<file path="src/shared/csfb_map.vh">
// Purpose: register offsets, field positions and reset values of the
//          codec status and flag bank
// Assumes: 8-bit registers on an 8-bit register address
// Notes:   included by hdl/csfb_flag_bank.v
`ifndef CSFB_MAP_VH
`define CSFB_MAP_VH

`define CSFB_OFF_BUS_COND      8'h22
`define CSFB_OFF_RSVD_A        8'h23
`define CSFB_OFF_ADC_FLAGS     8'h24
`define CSFB_OFF_DAC_POWER     8'h25
`define CSFB_OFF_DAC_GAIN      8'h26
`define CSFB_OFF_OVERFLOW      8'h27
`define CSFB_OFF_RSVD_B_FIRST  8'h28
`define CSFB_OFF_RSVD_B_LAST   8'h2b
`define CSFB_OFF_DAC_EVENT     8'h2c
`define CSFB_OFF_ADC_EVENT     8'h2d

`define CSFB_RST_BUS_COND      8'h00
`define CSFB_RST_RSVD          8'h00
`define CSFB_RST_ADC_EVENT     8'h00

`define CSFB_BIT_GCALL_EN      5

`define CSFB_BIT_ADC_GAIN_OK   7
`define CSFB_BIT_ADC_POWER     6
`define CSFB_BIT_GAIN_LOOP_SAT 5

`define CSFB_BIT_DACL_POWER    7
`define CSFB_BIT_LEFT_HEADPHONE  5
`define CSFB_BIT_SPK_POWER     4
`define CSFB_BIT_DACR_POWER    3
`define CSFB_BIT_RIGHT_HEADPHONE 1

`define CSFB_BIT_DACL_GAIN_OK  4
`define CSFB_BIT_DACR_GAIN_OK  0

`define CSFB_BIT_DACL_OVF      7
`define CSFB_BIT_DACR_OVF      6
`define CSFB_BIT_DAC_SHIFT_OVF 5
`define CSFB_BIT_ADC_OVF       3
`define CSFB_BIT_ADC_SHIFT_OVF 1

`define CSFB_BIT_SHORT         7
`define CSFB_BIT_BUTTON        5
`define CSFB_BIT_PLUG          4
`define CSFB_BIT_COMPRESSOR_LEFT  3
`define CSFB_BIT_COMPRESSOR_RIGHT 2

`endif

</file>
<file path="src/hdl/csfb_flag_bank.v">
// Purpose: status and flag registers of the codec control space, read and
//          written by the serial control bus engine
// Assumes: the bus engine presents one-cycle read and write strobes with an
//          8-bit register address; flag sources are synchronous levels
// Notes:   read data is registered, valid the cycle after the read strobe
`timescale 1ns/1ps
`include "csfb_map.vh"

// Behaviour
// - general call accepted only while enable bit set
// - adc flag D7 shows gain settled
// - adc flag D6 shows converter powered
// - adc flag D5 shows gain loop saturated
// - saturation flag sticky, cleared by its read
// - dac power D7 left, D3 right converter
// - dac power D5 left, D1 right driver
// - dac power D4 shows speaker driver powered
// - dac gain D4 left, D0 right settled
// - overflow D7 left, D6 right dac
// - overflow D5 shows dac shifter overflow
// - overflow D3 shows adc overflow
// - overflow D1 shows adc shifter overflow
// - event D7 shows short circuit detected
// - event D5 shows headset button pressed
// - event D4 shows headset plug change
// - event D3 left, D2 right above threshold
module csfb_flag_bank
(
   input  wire       REF_CLK_IN,
   input  wire       RESET_N_IN,
   input  wire       REG_WR_IN,
   input  wire       REG_RD_IN,
   input  wire [7:0] REG_ADDR_IN,
   input  wire [7:0] REG_WDATA_IN,
   input  wire       GCALL_SEEN_IN,
   input  wire       ADC_GAIN_OK_IN,
   input  wire       ADC_POWER_IN,
   input  wire       AUTOMATIC_GAIN_LOOP_SAT_IN,
   input  wire       DACL_POWER_IN,
   input  wire       DACR_POWER_IN,
   input  wire       LEFT_HEADPHONE_DRIVER_POWER_IN,
   input  wire       RIGHT_HEADPHONE_DRIVER_POWER_IN,
   input  wire       SPK_POWER_IN,
   input  wire       DACL_GAIN_OK_IN,
   input  wire       DACR_GAIN_OK_IN,
   input  wire       DACL_OVF_IN,
   input  wire       DACR_OVF_IN,
   input  wire       DAC_SHIFT_OVF_IN,
   input  wire       ADC_OVF_IN,
   input  wire       ADC_SHIFT_OVF_IN,
   input  wire       SHORT_IN,
   input  wire       BUTTON_IN,
   input  wire       PLUG_CHANGE_IN,
   input  wire       DYNAMIC_RANGE_COMPRESSOR_LEFT_IN,
   input  wire       DYNAMIC_RANGE_COMPRESSOR_RIGHT_IN,
   output reg  [7:0] REG_RDATA_OUT,
   output reg        GCALL_ACCEPT_OUT,
   output reg        GCALL_ENABLE_OUT
);

   reg  [7:0] bus_cond_reg;
   reg  [7:0] rsvd_a_reg;
   reg  [7:0] adc_event_hi_reg;
   reg        adc_gain_ok_reg;
   reg        adc_power_reg;
   reg        dacl_power_reg;
   reg        dacr_power_reg;
   reg        left_headphone_reg;
   reg        right_headphone_reg;
   reg        spk_power_reg;
   reg        dacl_gain_ok_reg;
   reg        dacr_gain_ok_reg;
   reg        dacl_ovf_reg;
   reg        dacr_ovf_reg;
   reg        dac_shift_ovf_reg;
   reg        adc_ovf_reg;
   reg        adc_shift_ovf_reg;
   reg        short_reg;
   reg        button_reg;
   reg        plug_change_reg;
   reg        compressor_left_reg;
   reg        compressor_right_reg;
   reg        gain_loop_sat_reg;
   reg        gain_loop_sat_next;
   reg  [7:0] rdata_next;
   wire [7:0] adc_flags;
   wire [7:0] dac_power;
   wire [7:0] dac_gain;
   wire [7:0] overflow;
   wire [7:0] dac_event;
   wire       rd_adc_flags;

   // one flop per source: the sources are synchronous levels, so a single
   // stage lines them up for the read mux at one cycle of latency
   always @(posedge REF_CLK_IN or negedge RESET_N_IN)
   begin
      if (!RESET_N_IN)
         adc_gain_ok_reg <= 1'b0;
      else
         adc_gain_ok_reg <= ADC_GAIN_OK_IN;
   end

   always @(posedge REF_CLK_IN or negedge RESET_N_IN)
   begin
      if (!RESET_N_IN)
         adc_power_reg <= 1'b0;
      else
         adc_power_reg <= ADC_POWER_IN;
   end

   always @(posedge REF_CLK_IN or negedge RESET_N_IN)
   begin
      if (!RESET_N_IN)
         dacl_power_reg <= 1'b0;
      else
         dacl_power_reg <= DACL_POWER_IN;
   end

   always @(posedge REF_CLK_IN or negedge RESET_N_IN)
   begin
      if (!RESET_N_IN)
         dacr_power_reg <= 1'b0;
      else
         dacr_power_reg <= DACR_POWER_IN;
   end

   always @(posedge REF_CLK_IN or negedge RESET_N_IN)
   begin
      if (!RESET_N_IN)
         left_headphone_reg <= 1'b0;
      else
         left_headphone_reg <= LEFT_HEADPHONE_DRIVER_POWER_IN;
   end

   always @(posedge REF_CLK_IN or negedge RESET_N_IN)
   begin
      if (!RESET_N_IN)
         right_headphone_reg <= 1'b0;
      else
         right_headphone_reg <= RIGHT_HEADPHONE_DRIVER_POWER_IN;
   end

   always @(posedge REF_CLK_IN or negedge RESET_N_IN)
   begin
      if (!RESET_N_IN)
         spk_power_reg <= 1'b0;
      else
         spk_power_reg <= SPK_POWER_IN;
   end

   always @(posedge REF_CLK_IN or negedge RESET_N_IN)
   begin
      if (!RESET_N_IN)
         dacl_gain_ok_reg <= 1'b0;
      else
         dacl_gain_ok_reg <= DACL_GAIN_OK_IN;
   end

   always @(posedge REF_CLK_IN or negedge RESET_N_IN)
   begin
      if (!RESET_N_IN)
         dacr_gain_ok_reg <= 1'b0;
      else
         dacr_gain_ok_reg <= DACR_GAIN_OK_IN;
   end

   always @(posedge REF_CLK_IN or negedge RESET_N_IN)
   begin
      if (!RESET_N_IN)
         dacl_ovf_reg <= 1'b0;
      else
         dacl_ovf_reg <= DACL_OVF_IN;
   end

   always @(posedge REF_CLK_IN or negedge RESET_N_IN)
   begin
      if (!RESET_N_IN)
         dacr_ovf_reg <= 1'b0;
      else
         dacr_ovf_reg <= DACR_OVF_IN;
   end

   always @(posedge REF_CLK_IN or negedge RESET_N_IN)
   begin
      if (!RESET_N_IN)
         dac_shift_ovf_reg <= 1'b0;
      else
         dac_shift_ovf_reg <= DAC_SHIFT_OVF_IN;
   end

   always @(posedge REF_CLK_IN or negedge RESET_N_IN)
   begin
      if (!RESET_N_IN)
         adc_ovf_reg <= 1'b0;
      else
         adc_ovf_reg <= ADC_OVF_IN;
   end

   always @(posedge REF_CLK_IN or negedge RESET_N_IN)
   begin
      if (!RESET_N_IN)
         adc_shift_ovf_reg <= 1'b0;
      else
         adc_shift_ovf_reg <= ADC_SHIFT_OVF_IN;
   end

   always @(posedge REF_CLK_IN or negedge RESET_N_IN)
   begin
      if (!RESET_N_IN)
         short_reg <= 1'b0;
      else
         short_reg <= SHORT_IN;
   end

   always @(posedge REF_CLK_IN or negedge RESET_N_IN)
   begin
      if (!RESET_N_IN)
         button_reg <= 1'b0;
      else
         button_reg <= BUTTON_IN;
   end

   always @(posedge REF_CLK_IN or negedge RESET_N_IN)
   begin
      if (!RESET_N_IN)
         plug_change_reg <= 1'b0;
      else
         plug_change_reg <= PLUG_CHANGE_IN;
   end

   always @(posedge REF_CLK_IN or negedge RESET_N_IN)
   begin
      if (!RESET_N_IN)
         compressor_left_reg <= 1'b0;
      else
         compressor_left_reg <= DYNAMIC_RANGE_COMPRESSOR_LEFT_IN;
   end

   always @(posedge REF_CLK_IN or negedge RESET_N_IN)
   begin
      if (!RESET_N_IN)
         compressor_right_reg <= 1'b0;
      else
         compressor_right_reg <= DYNAMIC_RANGE_COMPRESSOR_RIGHT_IN;
   end

   assign adc_flags = {adc_gain_ok_reg, adc_power_reg,
                       gain_loop_sat_reg, 5'h00};

   assign dac_power = {dacl_power_reg, 1'b0,
                       left_headphone_reg, spk_power_reg,
                       dacr_power_reg, 1'b0,
                       right_headphone_reg, 1'b0};

   assign dac_gain  = {3'h0, dacl_gain_ok_reg, 3'h0, dacr_gain_ok_reg};

   assign overflow  = {dacl_ovf_reg, dacr_ovf_reg, dac_shift_ovf_reg, 1'b0,
                       adc_ovf_reg, 1'b0, adc_shift_ovf_reg, 1'b0};

   // reserved bits D6 and D1..D0 read zero
   assign dac_event = {short_reg, 1'b0, button_reg, plug_change_reg,
                       compressor_left_reg,
                       compressor_right_reg, 2'h0};

   assign rd_adc_flags = REG_RD_IN &&
                         (REG_ADDR_IN == `CSFB_OFF_ADC_FLAGS);

   // a saturation seen in the cycle of the clearing read is kept, so an
   // event is never lost between the read and the clear
   always @*
   begin
      gain_loop_sat_next = gain_loop_sat_reg;
      if (rd_adc_flags)
         gain_loop_sat_next = 1'b0;
      if (AUTOMATIC_GAIN_LOOP_SAT_IN)
         gain_loop_sat_next = 1'b1;
   end

   always @(posedge REF_CLK_IN or negedge RESET_N_IN)
   begin
      if (!RESET_N_IN)
         gain_loop_sat_reg <= 1'b0;
      else
         gain_loop_sat_reg <= gain_loop_sat_next;
   end

   // writable bits: bus condition whole, reserved gap a, adc event top bit
   always @(posedge REF_CLK_IN or negedge RESET_N_IN)
   begin
      if (!RESET_N_IN)
      begin
         bus_cond_reg     <= `CSFB_RST_BUS_COND;
         rsvd_a_reg       <= `CSFB_RST_RSVD;
         adc_event_hi_reg <= `CSFB_RST_ADC_EVENT;
      end
      else if (REG_WR_IN)
      begin
         // host keeps reserved bits at zero or reset value
         case (REG_ADDR_IN)
            `CSFB_OFF_BUS_COND:  bus_cond_reg     <= REG_WDATA_IN;
            `CSFB_OFF_RSVD_A:    rsvd_a_reg       <= REG_WDATA_IN;
            `CSFB_OFF_ADC_EVENT: adc_event_hi_reg <= {REG_WDATA_IN[7],
                                                      7'h00};
            default:             bus_cond_reg     <= bus_cond_reg;
         endcase
      end
   end
   // dac gain top bits are never written by the host, so they hold no
   // storage here and read zero

   always @*
   begin
      case (REG_ADDR_IN)
         `CSFB_OFF_BUS_COND:  rdata_next = bus_cond_reg;
         `CSFB_OFF_RSVD_A:    rdata_next = rsvd_a_reg;
         `CSFB_OFF_ADC_FLAGS: rdata_next = adc_flags;
         `CSFB_OFF_DAC_POWER: rdata_next = dac_power;
         `CSFB_OFF_DAC_GAIN:  rdata_next = dac_gain;
         `CSFB_OFF_OVERFLOW:  rdata_next = overflow;
         `CSFB_OFF_DAC_EVENT: rdata_next = dac_event;
         `CSFB_OFF_ADC_EVENT: rdata_next = adc_event_hi_reg;
         default:             rdata_next = 8'h00;
      endcase
   end

   always @(posedge REF_CLK_IN or negedge RESET_N_IN)
   begin
      if (!RESET_N_IN)
      begin
         REG_RDATA_OUT    <= 8'h00;
         GCALL_ACCEPT_OUT <= 1'b0;
         GCALL_ENABLE_OUT <= 1'b0;
      end
      else
      begin
         if (REG_RD_IN)
            REG_RDATA_OUT <= rdata_next;
         GCALL_ENABLE_OUT <= bus_cond_reg[`CSFB_BIT_GCALL_EN];
         GCALL_ACCEPT_OUT <= GCALL_SEEN_IN &&
                             bus_cond_reg[`CSFB_BIT_GCALL_EN];
      end
   end

endmodule // csfb_flag_bank

</file>
<file path="config.mk">
export PLATFORM = sky130hd
export DESIGN_NAME = csfb_flag_bank
export DESIGN_NICKNAME = d
export VERILOG_FILES = /design/src/hdl/csfb_flag_bank.v
export VERILOG_INCLUDE_DIRS = /design/src /design/src/shared
export SDC_FILE = /design/constraint.sdc
export NUM_CORES = 1
export LEC_CHECK = 0
export BUFFER_PORTS_ARGS = -buffer_cell sky130_fd_sc_hd__buf_4
export CORE_MARGIN = 5
export CORE_UTILIZATION = 45
export CTS_CLUSTER_SIZE = 20
export DETAILED_ROUTE_END_ITERATION = 16
export PLACE_DENSITY = 0.67
export SYNTH_ARGS = -nofsm -noshare
export SYNTH_HDL_FRONTEND = slang
export SYNTH_SLANG_ARGS = --single-unit
</file>
<file path="constraint.sdc">
create_clock -name REF_CLK_IN -period 1.85 [get_ports REF_CLK_IN]
set_input_delay 0.2775 -clock REF_CLK_IN [delete_from_list [all_inputs] [get_ports REF_CLK_IN]]
set_output_delay 0.2775 -clock REF_CLK_IN [all_outputs]
set_load 0.02 [all_outputs]
</file>
==> flow_summary.yaml, run 1 <==
critical_path:
  critPathLaunchType: "input pin"
  max_stage_delay_ns: 0.35
  end_kind: "flop"
  slowest_stage: "mux2_2"
  cp.required_ns: 2.02
  critPathKind: "in -> reg"
  path_cells: "buf_4 -> nor4b_4 -> nand2_2 -> nor4_4 -> buf_4 -> mux2_2"
  crit_top_cell: "buf_4"
  crit_fanout: 8
  arrival_ns: 1.62
placement:
  hpwl_mm: 3.22
  portBuffers: 50
  placed_cell_area_mm2: 0.00238
  place.gp.congestion: 0.816
cts:
  clock_sinks: 47
  clk_transition_reported_paths_ns: 0.08
  cts.path.max_buffers: 2
  h-tree-depth: 2
  numCtsBuffers: 5
  clock_latency_ns: 0.29
  clock-root-buffer: "clkbuf_8"
  tritoncts: "yes"
synth:
  synth_top_family_by_area: "multiplexers"
  ys_ff_latch: 47
  seq_area_frac_synth_pct: 60.3
  synth.distinct_cells: 35
  syn_area_mm2: 0.00195
  yosys.area_share.adder_pct: 0
  synthFlopType: "dfrtp_1"
  synth_edf_count: 0
  synth-async-reset-ratio_pct: 100
  yosys.area.top_type: "dfrtp_1"
  syn_avg_cell_area_um2: 12.8
  synth.mux.area_fraction_pct: 13.5
  synth_top_area_share_pct: 60.3
  synth_nets: 193
  synth_cells: 152
  yosys.area_share.simple_pct: 13.1
  yosysWarningCount: 0
  synth_area_leaders: "dfrtp_1 (60%), mux2_2 (10%), mux2i_1 (3.1%)"
  synth-xor-area-share_pct: 0
  synth-compound-area-share_pct: 10.5
floorplanning:
  rows: 24
  die_w_um: 75.8
  core_area_mm2: 0.00429
  die_h_um: 75.8
  start_util_pct: 45.4
  die-area_mm2: 0.00575
  ios: 51
global_route:
  grt_max_degree: 48
  antenna_found_initial: 0
  grt_overflow: 0
  grt_pass1_wl_mm: 6.69
  grt_use_total_pct: 15.8
  grt_pass1_vias: 1445
timing:
  finalCriticalPeriod_ns: 1.45
  finalMaxSlewViolations: 0
  post-route-period-util_pct: 78.2
  tightestPinTransition_ns: 0.579
  fin_worst_skew_ns: 0.00420
  setup_tns_ns: 0
  hold_ws_ns: 0.0898
  max_slew_margin_pct: 61.4
  setup_violations: 0
  max_freq_mhz: 691
  rsz0062_at_grt: "no"
  hold_violations: 0
route:
  num_vias: 1383
  antenna_left: 0
  drtIter0Drc: 51
  drc: 0
  dr.pass1.iters: 4
  wl_per_cell_um: 16.3
  viasPerCell: 5.34
  wirelength_mm: 4.21
power_and_ir_drop:
  cellLeakagePower_nw: 1.16
  powerDensity_mw_per_mm2: 779
  ir_drop_mv: 0.447
layout:
  n_antenna_cell: 0
  syn_to_final_growth_pct: 27.9
  multiInputGateArea_um2: 723
  layout-drive-gt1-share_pct: 40.1
  fillers: 368
  utilization_pct: 58.1
  final_area_mm2: 0.00249
  final_net_count: 247
  ff_latch_area_mm2: 0.00118
status:
  status: "finished, final reports clean"
run:
  cap_violations: 0
min_path:
  hold_class: "in -> reg"
[synthesized netlist by cell type (all sizes together), types with 2 or more instances]
library cell / count
nand3: 2
o32ai: 2
mux2: 18
dfrtp: 47
mux2i: 6
buf: 3
a22oi: 4
nor4b: 3
nand2: 6
inv: 6
a22o: 3
a31oi: 2
a21oi: 7
nor3: 3
nand3b: 3
clkbuf: 4
nor2b: 4
o22ai: 4
nor2: 9
nand2b: 3
o21ai: 3
[path summary, 6_finish.rpt]
kind                                       end  depth (start not counted)                      startpoint  slack (ns)
setup / recovery               bus_cond_reg[5]                          6                  REG_ADDR_IN[4]        0.40
hold / removal              left_headphone_reg                          1  LEFT_HEADPHONE_DRIVER_POWER_IN        0.09
setup reg to reg              REG_RDATA_OUT[6]                          5                   rsvd_a_reg[6]        0.54
hold reg to reg               GCALL_ENABLE_OUT                          0                 bus_cond_reg[5]        0.46
max in group asynchronous     REG_RDATA_OUT[5]                          2                      RESET_N_IN        0.93
min in group asynchronous  compressor_left_reg                          2                      RESET_N_IN        0.52
[worst max-delay path: cells and delay by family]
family,cells,cell delay [ns]
AND/OR/NAND/NOR,3,0.66
buffers and inverters,2,0.33
multiplexers,1,0.35
[through the flow]
step	std cells	setup slack (ns)	power, mW
global route	259	0.324	2.02
detailed placement	250	0.0888	1.32
CTS	259	0.399	1.96
floorplan	152	0.265	1.19
global placement	250	0.147	1.31
finish	259	0.403	1.94
[cells by family (layout without fill, tap and decap cells)]
family	count (synthesis)	count (layout)
flops	47	47
mux	24	24
buf+inv	13	68
simple gates	38	38
compound gates	30	30
[power breakdown]
group	total [mW]	switching (mW)	internal, mW
combinational	0.205	0.0996	0.105
clock	0.649	0.308	0.341
sequential	1.09	0.0190	1.07
[layout make-up]
type,count,share of cell area [%]
clock buffer,8,4.01
tap,52,2.61
multi-input combinational,92,29.0
sequential,47,47.1
timing repair buffer,54,16.3
inverter,6,0.903
[repair_timing]
item | in CTS | in global routing
hold buffers | 1 | 0
setup buffers | 0 | 0
endpoints found under the hold margin | 11 | 0
gates resized for setup | 0 | 0
[placed cells by master, fill, tap and decap left out, drive strengths merged]
| cell type | Yosys | final |
|---|---|---|
| o2bb2ai | 1 | 1 |
| clkbuf | 4 | 8 |
| nand2b | 3 | 3 |
| a22oi | 4 | 4 |
| nor4b | 3 | 3 |
| a311oi | 1 | 1 |
| nand4 | 1 | 1 |
| nor2b | 4 | 4 |
| nor4 | 1 | 1 |
| or4b | 1 | 1 |
| dlygate4sd3 | 0 | 1 |
| mux2 | 18 | 18 |
| nand2 | 6 | 6 |
| inv | 6 | 6 |
| o21ai | 3 | 3 |
| o31a | 1 | 1 |
| buf | 3 | 53 |
| nor3 | 3 | 3 |
| a22o | 3 | 3 |
| o22ai | 4 | 4 |
| a21o | 1 | 1 |
| nand3 | 2 | 2 |
| nand3b | 3 | 3 |
| a21oi | 7 | 7 |
| a31oi | 2 | 2 |
| nor2 | 9 | 9 |
| and2 | 1 | 1 |
| o32ai | 2 | 2 |
| mux2i | 6 | 6 |
| dfrtp | 47 | 47 |
| and3 | 1 | 1 |
| a32oi | 1 | 1 |
[metal layers]
layer | GRT usage, % | share of wire (%) | vias to the layer above
li1 | - | - | 655
met3 | 3.69 | 6.7 | 7
met1 | 20.1 | 43 | 675
met4 | 6.60 | 1.9 | 0
met5 | 0 | 0 | -
met2 | 26.0 | 48 | 46
No activity file was read; power rests on OpenSTA's default activity.
==> run 2, diff against run 1 <==
--- a/config.mk
+++ b/config.mk
@@ -6,12 +6,13 @@
 export SDC_FILE = /design/constraint.sdc
 export NUM_CORES = 1
 export LEC_CHECK = 0
+export ABC_AREA = 1
 export BUFFER_PORTS_ARGS = -buffer_cell sky130_fd_sc_hd__buf_4
 export CORE_MARGIN = 5
 export CORE_UTILIZATION = 45
 export CTS_CLUSTER_SIZE = 20
 export DETAILED_ROUTE_END_ITERATION = 16
-export PLACE_DENSITY = 0.67
+export PLACE_DENSITY = 0.69
 export SYNTH_ARGS = -nofsm -noshare
 export SYNTH_HDL_FRONTEND = slang
 export SYNTH_SLANG_ARGS = --single-unit
==> constraint.sdc (replaced) <==
create_clock -name REF_CLK_IN -period 1.2 [get_ports REF_CLK_IN]
set_input_delay 0.18 -clock REF_CLK_IN [delete_from_list [all_inputs] [get_ports REF_CLK_IN]]
set_output_delay 0.18 -clock REF_CLK_IN [all_outputs]
set_load 0.02 [all_outputs]
==> run 2 against run 1 <==
  * Final cell count increased by 39%
  * Clock-buffer cell count decreased by 2
  * Sequential share of layout area decreased by 5.9 points
  * Final area increased by 14%
  * Critical path type is now reg -> out
  * Highest routed layer unchanged
==> flow_summary.yaml, run 2 <==
status:
  status: "finished, final reports clean"
global_route:
  antenna_found_initial: 0
  grt_max_degree: 28
  grt_pass1_vias: 1768
  grt_use_total_pct: 17.3
  grt_pass1_wl_mm: 8.25
  grt_overflow: 0
floorplanning:
  die_w_um: 77.3
  die-area_mm2: 0.00597
  die_h_um: 77.3
  ios: 51
  rows: 24
  core_area_mm2: 0.00438
  start_util_pct: 46.5
critical_path:
  r2r-end: "REG_RDATA_OUT[5]"
  reg2reg_setup_slack_ns: 0.28
  critPathLaunchType: "flop"
  critPathLaunch: "REG_RDATA_OUT[0]"
  critPathKind: "reg -> out"
  arrival_ns: 0.86
  critPathBufInv: 1
  cpLargestDelayFamily: "flip-flops"
  crit-reg2reg-launch: "bus_cond_reg[5]"
  end_kind: "primary output"
  slowest_stage: "dfrtp_1"
  max_stage_delay_ns: 0.39
  path_cells: "buf_4"
  cp.required_ns: 1.02
  r2r_cells: 6
  crit_fanout: 2
layout:
  final_area_mm2: 0.00285
  final_common_cell: "nand2_1"
  fillers: 366
  n_antenna_cell: 0
  layout-drive-gt1-share_pct: 29.0
  mostFrequentLayoutCells: "nand2_1 (70), buf_4 (61), dfrtp_1 (47), nand3_1 (43), dlygate4sd3_1 (20)"
  final_net_count: 347
  ff_latch_area_mm2: 0.00118
  syn_to_final_growth_pct: 39.9
  multiInputGateArea_um2: 702
cts:
  clock_latency_ns: 0.31
  h-tree-depth: 2
  cts.path.max_buffers: 2
  cts_setup_buffers: 0
  clock_sinks: 47
  tritoncts: "yes"
  clk_transition_reported_paths_ns: 0.09
  numCtsBuffers: 5
  clock-root-buffer: "clkbuf_8"
timing:
  finalMaxSlewViolations: 0
  tightestPinTransition_ns: 0.416
  setup_violations: 0
  rsz0062_at_grt: "no"
  max_freq_mhz: 964
  fin_worst_skew_ns: 0.00739
  hold_violations: 0
  setup_tns_ns: 0
  post-route-period-util_pct: 86.5
  finalCriticalPeriod_ns: 1.04
  max_slew_margin_pct: 72.2
synth:
  synth-async-reset-ratio_pct: 100
  yosys-top-cells-count: "nand2_1 (70), dfrtp_1 (47), nand3_1 (43)"
  synth_edf_count: 0
  syn_avg_cell_area_um2: 9.09
  yosys.area.top_type: "dfrtp_1"
  seq_area_frac_synth_pct: 57.7
  synth_most_common_cell: "nand2_1"
  synth.distinct_cells: 21
  syn_area_mm2: 0.00204
  synthFlopType: "dfrtp_1"
  synth_nets: 265
  ys_ff_latch: 47
  synth_top_area_share_pct: 57.7
  synth_area_leaders: "dfrtp_1 (58%), nand2_1 (13%), nand3_1 (11%)"
  synth_cells: 224
  yosysWarningCount: 0
placement:
  place.gp.congestion: 0.825
  portBuffers: 50
  placed_cell_area_mm2: 0.00253
  hpwl_mm: 3.49
run:
  cap_violations: 0
power_and_ir_drop:
  finalPower_mw: 3.28
  cellLeakagePower_nw: 1.53
  powerDensity_mw_per_mm2: 1150
  ir_drop_mv: 0.776
route:
  num_vias: 1752
  dr.pass1.iters: 4
  wl_per_cell_um: 13.4
  wirelength_mm: 4.80
  drc: 0
  viasPerCell: 4.88
  antenna_left: 0
  drtIter0Drc: 87
min_path:
  min_path_cells: 3
  hold_end: "GCALL_ACCEPT_OUT"
  worstHoldStart: "GCALL_SEEN_IN"
  hold_class: "in -> reg"
## run 2: cell count changes after synthesis, sizes merged, moves of 6 or more
cell / previous run / this run
a21oi: 7 / 0
mux2i: 6 / 0
mux2: 18 / 1
inv: 6 / 22
nand3: 2 / 43
o21ai: 3 / 11
nand2: 6 / 74
## run 2: worst max path at each step
stage                               end  slack, ns  cells past startpoint
floorplan           adc_event_hi_reg[7]       0.10                      6
global placement       REG_RDATA_OUT[7]      -0.09                     10
finish                 REG_RDATA_OUT[0]       0.16                      1
detailed placement     REG_RDATA_OUT[7]      -0.08                     10
global route           REG_RDATA_OUT[0]       0.12                      1
CTS                    REG_RDATA_OUT[0]       0.15                      1
## run 2: per-layer routing
layer,vias to the layer above,global-route usage (%),routed length (um)
met5,-,0,0
met1,816,21.3,1950
met4,0,4.64,53
met3,7,4.45,299
li1,875,-,-
met2,54,29.7,2500
## run 2: layout make-up
| cell class | count | share of cell area, % |
|---|---|---|
| multi-input combinational | 146 | 24.6 |
| sequential | 47 | 41.3 |
| tap | 52 | 2.28 |
| timing repair buffer | 83 | 24.5 |
| clock inverter | 2 | 1.36 |
| clock buffer | 6 | 2.90 |
| inverter | 23 | 3.03 |
## run 2: through the flow
stage          instances  worst slack (ns)  util [%]  hold WS (ns)
2_1_floorplan        224             0.100         -        -0.116
6_report             359             0.162      65.0        0.0574
3_5_place_dp         331           -0.0816      57.6        0.0833
3_3_place_gp         331           -0.0861      57.6        0.0811
5_1_grt              359             0.123      65.0        0.0692
4_1_cts              359             0.152      65.0        0.0554
## run 2: what timing repair did
action,in CTS,in global routing
resized for setup,0,0
hold buffers,20,0
endpoints found under the hold margin,39,0
## run 2: cell families (layout without fill, tap and decap cells)
family	Yosys count	count (layout)	synth area share, %
multiplexers	1	1	0.553
buffers and inverters	31	114	7.80
flip-flops	47	47	57.7
AND/OR/NAND/NOR	134	134	29.7
AO/OA/AOI/OAI	11	11	4.18
## run 2: power by group
part	switching [mW]	total [mW]	internal [mW]	leakage, nW
combinational	0.162	0.351	0.189	0.903
sequential	0.0390	1.70	1.66	0.561
clock	0.550	1.24	0.685	0.0618
total	0.751	3.28	2.53	1.53
